<file path="src/hbk_pkg.sv">
// package for the holding brake sequencer and i/o status block
// assumes one 125 MHz clock; nameplate delays arrive in microseconds
package hbk_pkg;

   // ****************************************************************
   // register offsets (fieldbus parameter addresses)
   // ****************************************************************
   localparam logic [15:0] HBK_OFS_IO_COMBINED = 16'h0802;
   localparam logic [15:0] HBK_OFS_INPUT       = 16'h081e;
   localparam logic [15:0] HBK_OFS_OUTPUT      = 16'h0820;
   localparam logic [15:0] HBK_OFS_SAFETY      = 16'h084c;
   localparam logic [15:0] HBK_OFS_BRAKE_MODE  = 16'h0814;

   // ****************************************************************
   // field positions
   // ****************************************************************
   localparam int HBK_POS_IN_LO  = 0;
   localparam int HBK_POS_OUT_HI = 8;
   localparam int HBK_POS_SAFETY_CHANNEL_A  = 0;
   localparam int HBK_POS_SAFETY_CHANNEL_B  = 1;

   // ****************************************************************
   // codes and reset values
   // ****************************************************************
   localparam logic [15:0] HBK_ERR_STO      = 16'd1300;
   localparam logic [15:0] HBK_ERR_LIMIT    = 16'd1;
   localparam logic [15:0] HBK_ERR_NONE     = 16'h0000;
   localparam logic [3:0]  HBK_OPST_SWDIS   = 4'h3;
   localparam logic [3:0]  HBK_OPST_READY   = 4'h4;
   localparam logic [3:0]  HBK_OPST_OPEN    = 4'h6;
   localparam logic [3:0]  HBK_OPST_FAULT   = 4'h9;

   // ****************************************************************
   // timing
   // ****************************************************************
   localparam int HBK_CLK_MHZ        = 125;
   localparam int HBK_CYC_PER_US     = HBK_CLK_MHZ;
   localparam int HBK_DELAY_US_W     = 16;
   localparam int HBK_CNT_W          = 24;

   typedef enum logic [1:0] {
      HBK_MODE_AUTO    = 2'b00,
      HBK_MODE_RELEASE = 2'b01,
      HBK_MODE_APPLY   = 2'b10
   } hbk_mode_t;

   typedef enum logic [1:0] {
      HBK_ST_HELD      = 2'b00,
      HBK_ST_RELEASING = 2'b01,
      HBK_ST_OPEN      = 2'b10,
      HBK_ST_APPLYING  = 2'b11
   } hbk_state_t;

   typedef struct packed {
      logic [3:0] inputs;
      logic [1:0] outputs;
      logic       safety_channel_a;
      logic       safety_channel_b;
      logic       lim_pos;
      logic       lim_neg;
   } hbk_pins_t;

endpackage

</file>
<file path="src/hbk_brake_io.sv">
// holding brake sequencer with read-only i/o status words
// assumes pins are asynchronous; op_state and standstill come from the drive fsm
// register port: rd_addr/rd_data read, wr_en/wr_addr/wr_data write, 1-cycle latency

// What this block does
// - combined word: inputs bits 0-3, outputs 8-9
// - status bits mirror live signal levels
// - input word: inputs in bits 0-3
// - output word: outputs in bits 0-1
// - safety word: channel a bit0, b bit1
// - safe torque off while enabled: disable, error 1300
// - enabled limit switch triggered raises error
// - power stage enabled: release brake automatically
// - operation enabled only after release delay, or at once while manually applied
// - power stage disabled: apply brake automatically
// - keep current during apply delay unless sto trips
// - manual release only in states 3,4,9
// - manual apply only at standstill
// - enable while manually applied keeps brake applied
// - manual apply beats every release
// - brake mode 0 auto,1 release,2 apply; reset auto
module hbk_brake_io
   import hbk_pkg::*;
#(
   parameter int REL_DELAY_US = 100,
   parameter int APP_DELAY_US = 100
) (
   input  wire logic                  clock,
   input  wire logic                  rst,
   input  wire hbk_pins_t             pins,
   input  wire logic                  lim_pos_en,
   input  wire logic                  lim_neg_en,
   input  wire logic                  power_enable_req,
   input  wire logic [3:0]            op_state,
   input  wire logic                  standstill,
   input  wire logic [HBK_DELAY_US_W-1:0] rel_delay_us,
   input  wire logic [HBK_DELAY_US_W-1:0] app_delay_us,
   input  wire logic                  nameplate_valid,
   input  wire logic                  wr_en,
   input  wire logic [15:0]           wr_addr,
   input  wire logic [15:0]           wr_data,
   input  wire logic [15:0]           rd_addr,
   output logic      [15:0]           rd_data,
   output logic                       brake_release,
   output logic                       motor_current,
   output logic                       op_enable_allowed,
   output logic                       error_active,
   output logic      [15:0]           error_code
);

   // ****************************************************************
   // pin synchronisers
   // ****************************************************************
   hbk_pins_t pins_meta_q;
   hbk_pins_t pins_sync_q;

   always_ff @(posedge clock) begin
      pins_meta_q <= pins;
      pins_sync_q <= pins_meta_q;
   end

   // ****************************************************************
   // status words
   // ****************************************************************
   wire logic [15:0] io_combined_w = {6'h00, pins_sync_q.outputs, 4'h0, pins_sync_q.inputs};
   wire logic [15:0] input_w       = {12'h000, pins_sync_q.inputs};
   wire logic [15:0] output_w      = {14'h0000, pins_sync_q.outputs};
   wire logic [15:0] safety_w      = {14'h0000, pins_sync_q.safety_channel_b, pins_sync_q.safety_channel_a};

   // ****************************************************************
   // brake mode register
   // ****************************************************************
   hbk_mode_t mode_q;
   wire logic mode_wr   = wr_en && (wr_addr == HBK_OFS_BRAKE_MODE);
   wire logic rel_ok    = (op_state == HBK_OPST_SWDIS) || (op_state == HBK_OPST_READY)
                          || (op_state == HBK_OPST_FAULT);
   // once applied, a direct jump to release is refused; host must pass through auto
   wire logic take_auto = mode_wr && (wr_data[1:0] == HBK_MODE_AUTO);
   wire logic take_rel  = mode_wr && (wr_data[1:0] == HBK_MODE_RELEASE) && rel_ok
                          && (mode_q != HBK_MODE_APPLY);
   wire logic take_app  = mode_wr && (wr_data[1:0] == HBK_MODE_APPLY) && standstill;

   always_ff @(posedge clock) begin
      if (rst) begin
         mode_q <= HBK_MODE_AUTO;
      end else if (take_auto) begin
         mode_q <= HBK_MODE_AUTO;
      end else if (take_rel) begin
         mode_q <= HBK_MODE_RELEASE;
      end else if (take_app) begin
         mode_q <= HBK_MODE_APPLY;
      end
   end

   // ****************************************************************
   // faults
   // ****************************************************************
   wire logic sto_trip   = !(pins_sync_q.safety_channel_a && pins_sync_q.safety_channel_b);
   wire logic limit_trip = (lim_pos_en && pins_sync_q.lim_pos) || (lim_neg_en && pins_sync_q.lim_neg);
   logic       stage_on_q;
   logic [15:0] err_q;
   logic        err_act_q;

   always_ff @(posedge clock) begin
      if (rst) begin
         err_q     <= HBK_ERR_NONE;
         err_act_q <= 1'b0;
      end else if (sto_trip && stage_on_q) begin
         err_q     <= HBK_ERR_STO;
         err_act_q <= 1'b1;
      end else if (limit_trip) begin
         err_q     <= HBK_ERR_LIMIT;
         err_act_q <= 1'b1;
      end else if (!power_enable_req && !sto_trip) begin
         // fault clears when the drive withdraws enable and no sto or limit trip is active
         err_act_q <= 1'b0;
      end
   end

   // sto removes torque at once; it does not wait for the apply delay
   wire logic stage_req = power_enable_req && !sto_trip && !err_act_q;

   // ****************************************************************
   // delay counter
   // ****************************************************************
   logic [HBK_CNT_W-1:0] cnt_q;
   logic                 cnt_load;
   logic [HBK_CNT_W-1:0] cnt_init;
   wire logic            cnt_done = (cnt_q == '0);
   wire logic [HBK_DELAY_US_W-1:0] rel_us = nameplate_valid ? rel_delay_us
                                          : HBK_DELAY_US_W'(REL_DELAY_US);
   wire logic [HBK_DELAY_US_W-1:0] app_us = nameplate_valid ? app_delay_us
                                          : HBK_DELAY_US_W'(APP_DELAY_US);
   wire logic [HBK_CNT_W-1:0] rel_cyc = HBK_CNT_W'(rel_us * HBK_CNT_W'(HBK_CYC_PER_US));
   wire logic [HBK_CNT_W-1:0] app_cyc = HBK_CNT_W'(app_us * HBK_CNT_W'(HBK_CYC_PER_US));

   always_ff @(posedge clock) begin
      if (rst) begin
         cnt_q <= '0;
      end else if (cnt_load) begin
         cnt_q <= cnt_init;
      end else if (!cnt_done) begin
         cnt_q <= cnt_q - 1'b1;
      end
   end

   // ****************************************************************
   // brake sequencer
   // ****************************************************************
   hbk_state_t st_q;
   hbk_state_t st_d;
   wire logic  man_apply = (mode_q == HBK_MODE_APPLY);
   wire logic  man_rel   = (mode_q == HBK_MODE_RELEASE) && !stage_req;

   always_comb begin
      st_d     = st_q;
      cnt_load = 1'b0;
      cnt_init = '0;
      unique case (st_q)
         HBK_ST_HELD: begin
            if (stage_req && !man_apply) begin
               st_d     = HBK_ST_RELEASING;
               cnt_load = 1'b1;
               cnt_init = rel_cyc;
            end
         end
         HBK_ST_RELEASING: begin
            if (!stage_req || man_apply) begin
               st_d     = HBK_ST_APPLYING;
               cnt_load = 1'b1;
               cnt_init = app_cyc;
            end else if (cnt_done) begin
               st_d = HBK_ST_OPEN;
            end
         end
         HBK_ST_OPEN: begin
            if (!stage_req || man_apply) begin
               st_d     = HBK_ST_APPLYING;
               cnt_load = 1'b1;
               cnt_init = app_cyc;
            end
         end
         HBK_ST_APPLYING: begin
            if (cnt_done) begin
               st_d = HBK_ST_HELD;
            end
         end
      endcase
   end

   wire logic stage_on_d = stage_req || (st_d == HBK_ST_APPLYING && !sto_trip);
   wire logic brake_d    = !man_apply && ((st_d == HBK_ST_RELEASING) || (st_d == HBK_ST_OPEN)
                           || man_rel);

   always_ff @(posedge clock) begin
      if (rst) begin
         st_q              <= HBK_ST_HELD;
         stage_on_q        <= 1'b0;
         brake_release     <= 1'b0;
         op_enable_allowed <= 1'b0;
      end else begin
         st_q              <= st_d;
         stage_on_q        <= stage_on_d;
         brake_release     <= brake_d;
         op_enable_allowed <= (st_d == HBK_ST_OPEN) || (st_d == HBK_ST_HELD && stage_req
                              && man_apply);
      end
   end

   assign motor_current = stage_on_q;

   // ****************************************************************
   // register read port
   // ****************************************************************
   logic [15:0] rd_mux;

   always_comb begin
      unique case (rd_addr)
         HBK_OFS_IO_COMBINED: rd_mux = io_combined_w;
         HBK_OFS_INPUT:       rd_mux = input_w;
         HBK_OFS_OUTPUT:      rd_mux = output_w;
         HBK_OFS_SAFETY:      rd_mux = safety_w;
         HBK_OFS_BRAKE_MODE:  rd_mux = {14'h0000, mode_q};
         default:             rd_mux = 16'h0000;
      endcase
   end

   always_ff @(posedge clock) begin
      if (rst) begin
         rd_data <= 16'h0000;
      end else begin
         rd_data <= rd_mux;
      end
   end

   assign error_active = err_act_q;
   assign error_code   = err_q;

endmodule

</file>
<file path="config.mk">
export PLATFORM = sky130hd
export DESIGN_NAME = hbk_brake_io
export DESIGN_NICKNAME = d
export VERILOG_FILES = /design/src/hbk_pkg.sv /design/src/hbk_brake_io.sv
export SDC_FILE = /design/constraint.sdc
export NUM_CORES = 1
export LEC_CHECK = 0
export ABC_AREA = 1
export BUFFER_PORTS_ARGS = -buffer_cell sky130_fd_sc_hd__buf_2
export CORE_AREA = 4 4 136 138
export CTS_CLUSTER_SIZE = 30
export DETAILED_ROUTE_END_ITERATION = 6
export DIE_AREA = 0 0 140 142
export PLACE_DENSITY_LB_ADDON = 0.12
export SYNTH_ARGS = -nofsm -noshare
export SYNTH_HDL_FRONTEND = slang
export SYNTH_SLANG_ARGS = --single-unit
</file>
<file path="constraint.sdc">
create_clock -name clock -period 4.8 [get_ports clock]
set_input_delay 0 -clock clock [delete_from_list [all_inputs] [get_ports clock]]
set_output_delay 0 -clock clock [all_outputs]
set_load 0.005 [all_outputs]
</file>
==> metrics.csv, run 1 <==
stage,metric,value,unit
timing,RSZ-0062 raised after global routing,no,
clock_network,TritonCTS clock tree,built,
grt,initial antenna violation count,0,
place,post-placement cell count,1688,
synth,Synth Register Bits,60,
floorplan,Die H,142,um
detailed_routing,routed wire length,22500,um
critical_path,CP Capture Type,flop,
timing,minimum clock period,4.16,ns
critical_path,Setup crit end,cnt_q[11],
critical_path,R2R cell count,12,
synth,Synth Area in XOR/XNOR,2.05,%
synth,gate count after technology mapping,1356,
critical_path,CP max FO,29,
power_and_ir_drop,PwrDens,492,nW/um^2
synth,Synth top area share,20.0,%
floorplan,Die W,140,um
timing,fin crit share,86.6,%
power_and_ir_drop,Flop pwr share,12.8,%
clock_network,clk_lat worst skew,0.33,ns
job,max-cap violations,0,
cells_and_area,filler instances,1670,
floorplan,# rows,48,
detailed_routing,drt initial violations,556,
place,"worst slack, placed",0.330,ns
cells_and_area,P&R area growth vs syn,13.2,%
synth,Post-Synth Adder-Cell Area,33.8,%
synth,count of cell types in the netlist,48,
synth,Synth area leader,fa_1,
clock_network,Num CTS Buffers,9,
clock_network,clk sinks,60,
place,# port buffers,102,
clock_network,Clock Tree Buf Depth,2,
critical_path,worst reg2reg path startpoint,cnt_q[0],
critical_path,Worst R2R End,op_enable_allowed,
timing,f_max,0.241,GHz
synth,"Primary FF master, synth",dfxtp_1,
cells_and_area,Nets,1784,
cells_and_area,Storage cell area,1200,sq um
timing,Setup WS post-layout,0.643,ns
floorplan,Die ar.,19900,sq um
synth,warnings from Yosys,0,
synth,Synth Area in Compound Gates,9.44,%
timing,Slew headroom,61.5,%
synth,ranking of synthesized cells by area,"fa_1 (20%), ha_1 (14%), dfxtp_1 (13%)",
timing,endpoints failing setup,0,
synth,Syn Std Cell Area,9410,sq um
synth,Simple-Gate Fraction of Synth Area,27.5,%
power_and_ir_drop,internal power,2470,uW
clock_network,CTS root buffer,clkbuf_16,
floorplan,core area,17200,sq um
power_and_ir_drop,Net Sw Frac,52.9,%
clock_network,Worst-path clk slew,0.06,ns
cells_and_area,ratio of cells with drive above 1 in the final layout,12.1,%
detailed_routing,Via density,5.02,
place,Post-DP HPWL,19200,um
detailed_routing,routed len/inst,13.1,um
critical_path,R2R setup slack,2.68,ns
timing,"Slew Viols, Final",0,
grt,largest net degree at the start of global routing,30,
cells_and_area,ant diodes,0,
critical_path,CP required,5.02,ns
critical_path,Setup CP Type,input pin to flop,
power_and_ir_drop,P_sw,2770,uW
synth,largest family of logic cells by synthesized area,adder cells,
timing,setup_tns,0,ns
min_path,type of the tightest min-delay check,input pin to flop,
power_and_ir_drop,peak supply drop,0.294,mV
synth,"Seq/Total Area, Yosys",12.8,%
timing,worst slew pin tran,0.577,ns
synth,number of flops mapped to enable cells by yosys,0,
detailed_routing,DR vias,8603,
cells_and_area,Non-Filler Instances,1714,
critical_path,WP data arrival,4.37,ns
floorplan,I/O pins,138,
clock_network,Resized cells post-CTS,0,
grt,grt ovf,0,
synth,Synth Area per Inst,6.94,sq um
cells_and_area,footprint of the multi-input gates,6930,sq um
timing,Min Hold Slack,0.0345,ns
grt,vias in the first global route,8241,
power_and_ir_drop,clock share of power,14.4,%
outcome,status,"finished, final reports clean",
critical_path,Critical Path Source,nameplate_valid,
detailed_routing,DRC viols,0,
detailed_routing,Pre-Repair DR Iteration Count,5,
place,Final GP Congestion,0.931,
floorplan,starting density of the core,54.8,%
grt,GRT Total Usage,22.9,%
power_and_ir_drop,static leakage,0.00596,uW
timing,Fin. Hold Viols,0,
critical_path,launching element type of the critical path,input pin,
power_and_ir_drop,Logic pwr share,72.8,%
synth,ys async rst share,0,%
timing,clock skew,0.00585,ns
clock_network,H-Tree Depth,3,
synth,mux cell area share after synthesis,0,%
grt,first-pass GRT wire length,38000,um
detailed_routing,antenna-violating nets left,0,
[worst max-delay path: stages]
cell and delay [ns]:
buf_2 0.12, buf_12 0.18, nand2_1 0.08, nor2_1 0.19
inv_1 0.11, nand2_1 0.07, inv_1 0.07, ha_1 0.20
or2_2 0.30, inv_1 0.09, fa_1 0.41, fa_1 0.45
fa_1 0.54, inv_1 0.04, ha_1 0.34, a21oi_1 0.25
nor2_1 0.06, nor2_1 0.09, nand2_1 0.13, o21ai_0 0.28
o21ai_0 0.18, nand2_1 0.09, a21oi_1 0.07
[cell families after synthesis]
logic type                 after synthesis
and+or+nand+nor                        584
buffers and inverters                  333
adders and majority gates              198
AOI/OAI and AO/OA                      158
DFF                                     60
xor gates and xnor gates                22
other                                    1
[synth_stat cells, types with 7 or more instances]
master,number
dfxtp_1,60
nand3_1,75
xnor2_1,8
inv_1,290
a31oi_1,8
or2_2,7
o22ai_1,9
nand2_1,311
ha_1,104
nand4_1,12
fa_1,94
nand3b_1,11
nor2_2,7
a21oi_1,69
nor2_1,114
buf_4,25
nor3_1,17
o21ai_0,45
xor2_1,14
nor2_4,7
[through the flow]
step	util, %	power (uW)	cell area (sq um)
2_1_floorplan	-	3580	9490
4_1_cts	62.0	5220	10700
5_1_grt	62.0	5860	10700
3_3_place_gp	59.4	4390	10200
6_report	62.0	5240	10700
3_5_place_dp	59.4	4440	10200
[registers in the layout, indices dropped and copies added, names as in the netlist, 2 cells and up]
signal / flops
pins_sync_q: 4
st_q: 2
cnt_q: 24
io_combined_w: 2
pins_meta_q: 10
mode_q: 2
input_w: 4
rd_data: 6
error_code: 2
[cells in the final DEF, fill, tap and decap left out, drive strengths merged, types with 2 or more instances in the layout]
cell         netlist  final
a31oi              9      9
bufinv             0      3
nor2             128    128
o211ai             4      4
conb               1     21
a21oi             69     69
nand3             75     75
nand2            319    319
o21ai             46     46
xnor2              8      8
inv              296    296
a211oi             2      2
nor4               4      4
clkinv             2      6
nor3              21     21
o22ai              9      9
o21a               6      6
nand3b            11     11
fa                94     94
o21bai             4      4
a22o               2      2
or2                7      7
dfxtp             60     60
clkbuf             3      9
xor2              14     14
nor3b              3      3
ha               104    104
a21boi             4      4
and2               2      2
nand4             13     13
dlygate4sd3        0     10
buf               32    122
[layout make-up]
cell class / count / share of cell area (%)
multi-input cells: 983 / 65.0
flip-flops and latches: 60 / 11.3
inverters: 298 / 10.5
repair buffers: 132 / 7.26
well taps: 225 / 2.64
clock buffers: 9 / 2.11
clock inverters: 7 / 1.17
[metal layers]
metal	share of wire (%)	track usage, %
met5	0	0
met2	46	38.6
met3	5.1	1.68
met4	1.6	5.20
met1	48	32.4
[power groups by stage]
stage,combinational [uW],sequential [uW],clock (uW)
CTS,3790,669,759
global placement,3710,677,0
detailed placement,3760,678,0
floorplan,2910,663,0
global route,4390,683,784
finish,3820,671,754
[how the worst min path moves through the flow]
stage,startpoint,end,cells after the start,slack [ns]
floorplan,pins[0],pins_meta_q[0],0,0.03
detailed placement,pins[1],pins_meta_q[1],1,0.10
CTS,rst,st_q[1],2,0.04
finish,rst,st_q[1],2,0.03
global placement,pins[8],pins_meta_q[8],1,0.10
global route,rst,st_q[1],2,0.04
[timing repair]
| action | in CTS | in global routing |
|---|---|---|
| hold buffers | 10 | 0 |
| endpoints found under the hold margin | 10 | 0 |
| setup buffers | 0 | 0 |
No activity file was read; power rests on OpenSTA's default activity.
==> inputs of run 2 (changes only) <==
--- a/config.mk
+++ b/config.mk
@@ -11,6 +11,7 @@
 export CTS_CLUSTER_SIZE = 30
 export DETAILED_ROUTE_END_ITERATION = 6
 export DIE_AREA = 0 0 140 142
+export GPL_TIMING_DRIVEN = 0
 export PLACE_DENSITY_LB_ADDON = 0.12
 export SYNTH_ARGS = -nofsm -noshare
 export SYNTH_HDL_FRONTEND = slang
==> run 2 against run 1 <==
Against the previous run:
- non-clock buffer count increased by 14
- clock skew grew 0.0020 ns
- clock power is 17% lower
- maximum frequency down 6.0%
- critical path depth is 2 higher
- worst setup slack got worse by 0.26 ns
- combinational power hardly changed
==> metrics.csv, run 2 (synthesized netlist as in run 1, its figures left out) <==
stage,metric,value,unit
critical_path,CP Capture Type,flop,
floorplan,Die W,140,um
detailed_routing,WL met1,10400,um
cells_and_area,Biggest register,cnt_q,
min_path,type of the tightest min-delay check,input pin to flop,
clock_network,TritonCTS clock tree,built,
floorplan,core area,17200,sq um
floorplan,starting density of the core,54.8,%
floorplan,Die ar.,19900,sq um
critical_path,WP data arrival,4.68,ns
grt,initial antenna violation count,0,
cells_and_area,Largest regs,"cnt_q x24, pins_meta_q x10, rd_data x6",
job,max-cap violations,0,
cells_and_area,Nets,1798,
floorplan,# rows,48,
timing,worst slew pin tran,0.659,ns
cells_and_area,ant diodes,0,
critical_path,CP max FO,6,
timing,Fin. Hold Viols,0,
cells_and_area,"most common cell after layout, fill and taps aside",nand2_1,
timing,minimum clock period,4.42,ns
clock_network,CTS root buffer,clkbuf_16,
outcome,status,"finished, final reports clean",
place,Post-DP HPWL,19100,um
clock_network,Clock Tree Buf Depth,2,
clock_network,post-CTS setup-driven buffer insertion count,0,
detailed_routing,DR WL met2,10100,um
grt,GRT Total Usage,22.7,%
cells_and_area,filler instances,1630,
cells_and_area,most frequent cells in the layout,"nand2_1 (308), inv_1 (290), nor2_1 (114)",
timing,fin crit share,92.1,%
clock_network,Worst-path clk slew,0.05,ns
power_and_ir_drop,static leakage,0.00599,uW
detailed_routing,DR vias,8650,
power_and_ir_drop,PwrDens,478,nW/um^2
clock_network,clk_lat worst skew,0.33,ns
timing,Setup WS post-layout,0.380,ns
floorplan,I/O pins,138,
cells_and_area,ratio of cells with drive above 1 in the final layout,12.8,%
grt,largest net degree at the start of global routing,20,
detailed_routing,antenna-violating nets left,0,
critical_path,CP required,5.06,ns
detailed_routing,DRC viols,0,
detailed_routing,routed len/inst,12.9,um
grt,grt ovf,0,
critical_path,Slowest cell on crit path,fa_1,
clock_network,clk sinks,60,
timing,f_max,0.226,GHz
detailed_routing,Top Layer Used,met4,
cells_and_area,max reg flops,24,
critical_path,launching element type of the critical path,input pin,
power_and_ir_drop,Overall Power,5110,uW
critical_path,"most used cell, CP",nand2_1,
detailed_routing,Pre-Repair DR Iteration Count,5,
place,"worst slack, placed",-0.387,ns
detailed_routing,met3 wire length,1420,um
timing,RSZ-0062 raised after global routing,no,
timing,endpoints failing setup,0,
cells_and_area,P&R area growth vs syn,13.5,%
detailed_routing,routed wire length,22200,um
power_and_ir_drop,peak supply drop,0.262,mV
timing,Slew headroom,56.1,%
critical_path,"Largest stage delay, worst path",0.54,ns
critical_path,Setup CP Type,input pin to flop,
place,# port buffers,102,
cells_and_area,post-layout util,62.2,%
detailed_routing,drt initial violations,623,
clock_network,Num CTS Buffers,9,
timing,setup_tns,0,ns
timing,clock skew,0.00783,ns
grt,vias in the first global route,8273,
place,Final GP Congestion,0.966,
grt,first-pass GRT wire length,37700,um
floorplan,Die H,142,um
clock_network,H-Tree Depth,3,
timing,"Slew Viols, Final",0,
detailed_routing,Via density,5.01,
[run 2: cell count changes in the layout (fill, tap and decap cells not counted), sizes merged]
cell      change
bufinv        -2
buf          +10
clkbuf        +5
clkinvlp      +1
[run 2: where the power goes]
| group | leakage (uW) | internal, uW | switching, uW | total, uW |
|---|---|---|---|---|
| combinational | 0.00536 | 1380 | 2430 | 3810 |
| clock | 0.000142 | 401 | 228 | 628 |
| sequential | 0.000496 | 593 | 78.8 | 671 |
[run 2: critical path: cells and delay by family]
kind | cells | cell delay (ns)
adder cells (fa/ha/maj) | 5 | 2.07
AND/OR/NAND/NOR | 10 | 1.16
buffers and inverters | 6 | 0.73
AO/OA/AOI/OAI | 4 | 0.71
[run 2: through the flow]
stage	instances	instance area, sq um	hold slack, ns
after floorplan	1376	9490	0.0277
after global placement	1703	10300	0.102
after detailed placement	1703	10300	0.104
after CTS	1728	10700	0.00615
after global routing	1728	10700	0.0581
final	1728	10700	0.0200
[run 2: final cells by class]
cell class                      count  area [sq um]  area share [%]
Inverter                          298          1120            10.5
Clock inverter                      6          65.1           0.609
Clock buffer                       10           229            2.14
Buffer                             34           244            2.28
Sequential cell                    60          1200            11.2
Tap cell                          225           282            2.63
Timing Repair Buffer              112           611            5.71
Multi-Input combinational cell    983          6940            64.9
[run 2: repair_timing]
| action | CTS | global route |
|---|---|---|
| endpoints found under the setup margin | 2 | 10 |
| resized for setup | 0 | 9 |
| hold buffers | 10 | 0 |
| pin swaps | 0 | 0 |
| endpoints found under the hold margin | 10 | 0 |
[run 2: layer usage]
layer,up-vias,global-route usage (%)
li1,4464,-
met1,3925,32.5
met2,242,37.4
met3,19,2.86
met4,0,4.28
met5,-,0
[run 2: path summary, 6_finish.rpt]
kind	from	endpoint	slack (ns)	cells past startpoint
max	nameplate_valid	cnt_q[21]	0.38	25
min	rst	cnt_q[23]	0.02	4
max reg2reg	cnt_q[20]	op_enable_allowed	2.63	9
min reg2reg	pins_meta_q[9]	input_w[3]	0.33	0
==> inputs of run 3 (changes only) <==
--- a/config.mk
+++ b/config.mk
@@ -7,10 +7,10 @@
 export LEC_CHECK = 0
 export ABC_AREA = 1
 export BUFFER_PORTS_ARGS = -buffer_cell sky130_fd_sc_hd__buf_2
-export CORE_AREA = 4 4 136 138
+export CORE_AREA = 2 2 150 152
 export CTS_CLUSTER_SIZE = 30
 export DETAILED_ROUTE_END_ITERATION = 6
-export DIE_AREA = 0 0 140 142
+export DIE_AREA = 0 0 152 154
 export GPL_TIMING_DRIVEN = 0
 export PLACE_DENSITY_LB_ADDON = 0.12
 export SYNTH_ARGS = -nofsm -noshare
==> run 3 against run 2 <==
Against the previous run:
- clock-buffer cell count down 1
- maximum frequency down 0.67%
- utilization down 13 points
- cell count up 3.2%
- critical path type unchanged
- critical endpoint is now cnt_q[22]
- highest routed layer unchanged
==> metrics.csv, run 3 (synthesized netlist as in run 1, its figures left out) <==
stage,metric,value,unit
outcome,status,"finished, final reports clean",
clock_network,CTS root buffer,clkbuf_16,
timing,Slew headroom,57.7,%
place,Final GP Congestion,0.933,
clock_network,H-Tree Depth,3,
timing,f_max,0.225,GHz
power_and_ir_drop,Net Sw Frac,53.8,%
cells_and_area,Storage cell area,1200,sq um
floorplan,Die W,152,um
timing,clock skew,0.00659,ns
detailed_routing,DRC viols,0,
place,# port buffers,102,
detailed_routing,routed len/inst,12.7,um
grt,initial antenna violation count,0,
timing,minimum clock period,4.45,ns
cells_and_area,ratio of cells with drive above 1 in the final layout,12.9,%
cells_and_area,max reg flops,24,
grt,GRT Total Usage,19.8,%
cells_and_area,P&R area growth vs syn,14.4,%
critical_path,launching element type of the critical path,input pin,
grt,first-pass GRT wire length,38400,um
floorplan,Die ar.,23400,sq um
grt,grt ovf,0,
critical_path,CP required,5.06,ns
power_and_ir_drop,PwrDens,476,nW/um^2
critical_path,WP data arrival,4.71,ns
detailed_routing,antenna-violating nets left,0,
cells_and_area,ant diodes,0,
detailed_routing,routed wire length,22700,um
cells_and_area,final instance area,10800,sq um
timing,worst slew pin tran,0.634,ns
floorplan,I/O pins,138,
cells_and_area,Largest regs,"cnt_q x24, pins_meta_q x10, rd_data x6",
place,DP Area,10300,sq um
job,max-cap violations,0,
power_and_ir_drop,Logic pwr share,74.4,%
power_and_ir_drop,Flop pwr share,13.0,%
clock_network,clk_lat worst skew,0.33,ns
power_and_ir_drop,clock share of power,12.6,%
clock_network,Clock Tree Buf Depth,2,
timing,fin crit share,92.7,%
detailed_routing,drt initial violations,494,
clock_network,clk sinks,60,
clock_network,TritonCTS clock tree,built,
cells_and_area,most frequent cells in the layout,"nand2_1 (309), inv_1 (290), nor2_1 (114)",
timing,setup_tns,0,ns
cells_and_area,"most common cell after layout, fill and taps aside",nand2_1,
cells_and_area,filler instances,2220,
min_path,type of the tightest min-delay check,input pin to flop,
floorplan,core area,21700,sq um
cells_and_area,Nets,1799,
timing,Fin. Hold Viols,0,
timing,endpoints failing setup,0,
floorplan,starting density of the core,43.4,%
critical_path,CP max FO,10,
cells_and_area,footprint of the multi-input gates,6940,sq um
floorplan,Die H,154,um
timing,RSZ-0062 raised after global routing,no,
power_and_ir_drop,internal power,2370,uW
clock_network,Worst-path clk slew,0.05,ns
floorplan,# rows,54,
cells_and_area,Biggest register,cnt_q,
critical_path,CP Capture Type,flop,
detailed_routing,Via density,4.77,
grt,largest net degree at the start of global routing,13,
power_and_ir_drop,P_sw,2760,uW
grt,vias in the first global route,8126,
power_and_ir_drop,static leakage,0.00599,uW
timing,"Slew Viols, Final",0,
power_and_ir_drop,peak supply drop,0.190,mV
critical_path,Setup CP Type,input pin to flop,
detailed_routing,Pre-Repair DR Iteration Count,5,
detailed_routing,DR vias,8501,
place,Post-DP HPWL,19600,um
clock_network,Num CTS Buffers,9,
[run 3: cell count changes in the layout (fill, tap and decap cells not counted)]
cell	before	now
clkbuf_1	4	3
nand2_2	8	7
nand2_1	308	309
clkinv_4	2	0
inv_6	0	2
clkinvlp_4	1	3
clkinv_2	2	1
buf_2	105	106
[run 3: routing by layer]
| metal | track usage (%) | vias to the layer above | routed length [um] |
|---|---|---|---|
| met5 | 0 | - | 0 |
| met2 | 31.6 | 188 | 9930 |
| met4 | 4.18 | 0 | 302 |
| met1 | 28.9 | 3814 | 11400 |
| li1 | - | 4475 | - |
| met3 | 2.37 | 24 | 1030 |
[run 3: power by group through the flow]
stage / combinational [uW] / sequential [uW] / clock, uW
after floorplan: 2910 / 663 / 0
after global placement: 3770 / 677 / 0
after detailed placement: 3790 / 677 / 0
after CTS: 3820 / 667 / 657
after global routing: 4420 / 680 / 682
final: 3820 / 668 / 644
[run 3: worst paths after layout]
| kind | startpoint | to | slack, ns | cells after the start |
|---|---|---|---|---|
| worst max-delay path | nameplate_valid | cnt_q[22] | 0.35 | 25 |
| worst min-delay path | rst | cnt_q[23] | 0.01 | 4 |
| worst max register to register | cnt_q[0] | op_enable_allowed | 2.59 | 12 |
| worst min register to register | pins_meta_q[1] | pins_sync_q[1] | 0.32 | 0 |
[run 3: timing repair]
item                                    CTS  global route
hold endpoints to repair                 10             0
hold buffers                             10             0
pin swaps                                 0             0
buffers inserted                          0             0
gates resized for setup                   1             8
gates cloned                              0             0
endpoints found under the setup margin    3             9
[run 3: critical path, stage by stage]
cell	delay, ns
buf_2	0.11
clkbuf_4	0.22
buf_6	0.19
buf_2	0.19
nand2_1	0.23
inv_1	0.18
ha_1	0.31
inv_1	0.04
fa_1	0.47
inv_1	0.05
fa_1	0.52
inv_1	0.05
fa_1	0.52
inv_1	0.04
ha_1	0.37
nand2_1	0.13
nor2_1	0.20
nand2_1	0.10
nor2_1	0.10
nand2_1	0.07
nand4_1	0.10
nand3_1	0.15
nand2_1	0.11
nand2_1	0.08
a21oi_1	0.13
[run 3: area by class of cell]
cell class / instances / area share (%)
Timing Repair Buffer: 112 / 5.67
Clock buffer: 9 / 2.09
Sequential cell: 60 / 11.2
Inverter: 298 / 10.4
Tap cell: 280 / 3.25
Multi-Input combinational cell: 983 / 64.4
Clock inverter: 7 / 0.697
Buffer: 35 / 2.31
[run 3: per-stage QoR]
step	power (uW)	hold slack [ns]	utilization, %	instances	setup WS [ns]
floorplan	3580	0.0277	-	1376	0.604
global placement	4450	0.103	47.7	1758	-0.437
detailed placement	4460	0.104	47.7	1758	-0.455
CTS	5140	0.00686	49.6	1784	0.109
global route	5780	0.0322	49.6	1784	0.00807
finish	5130	0.0113	49.6	1784	0.350
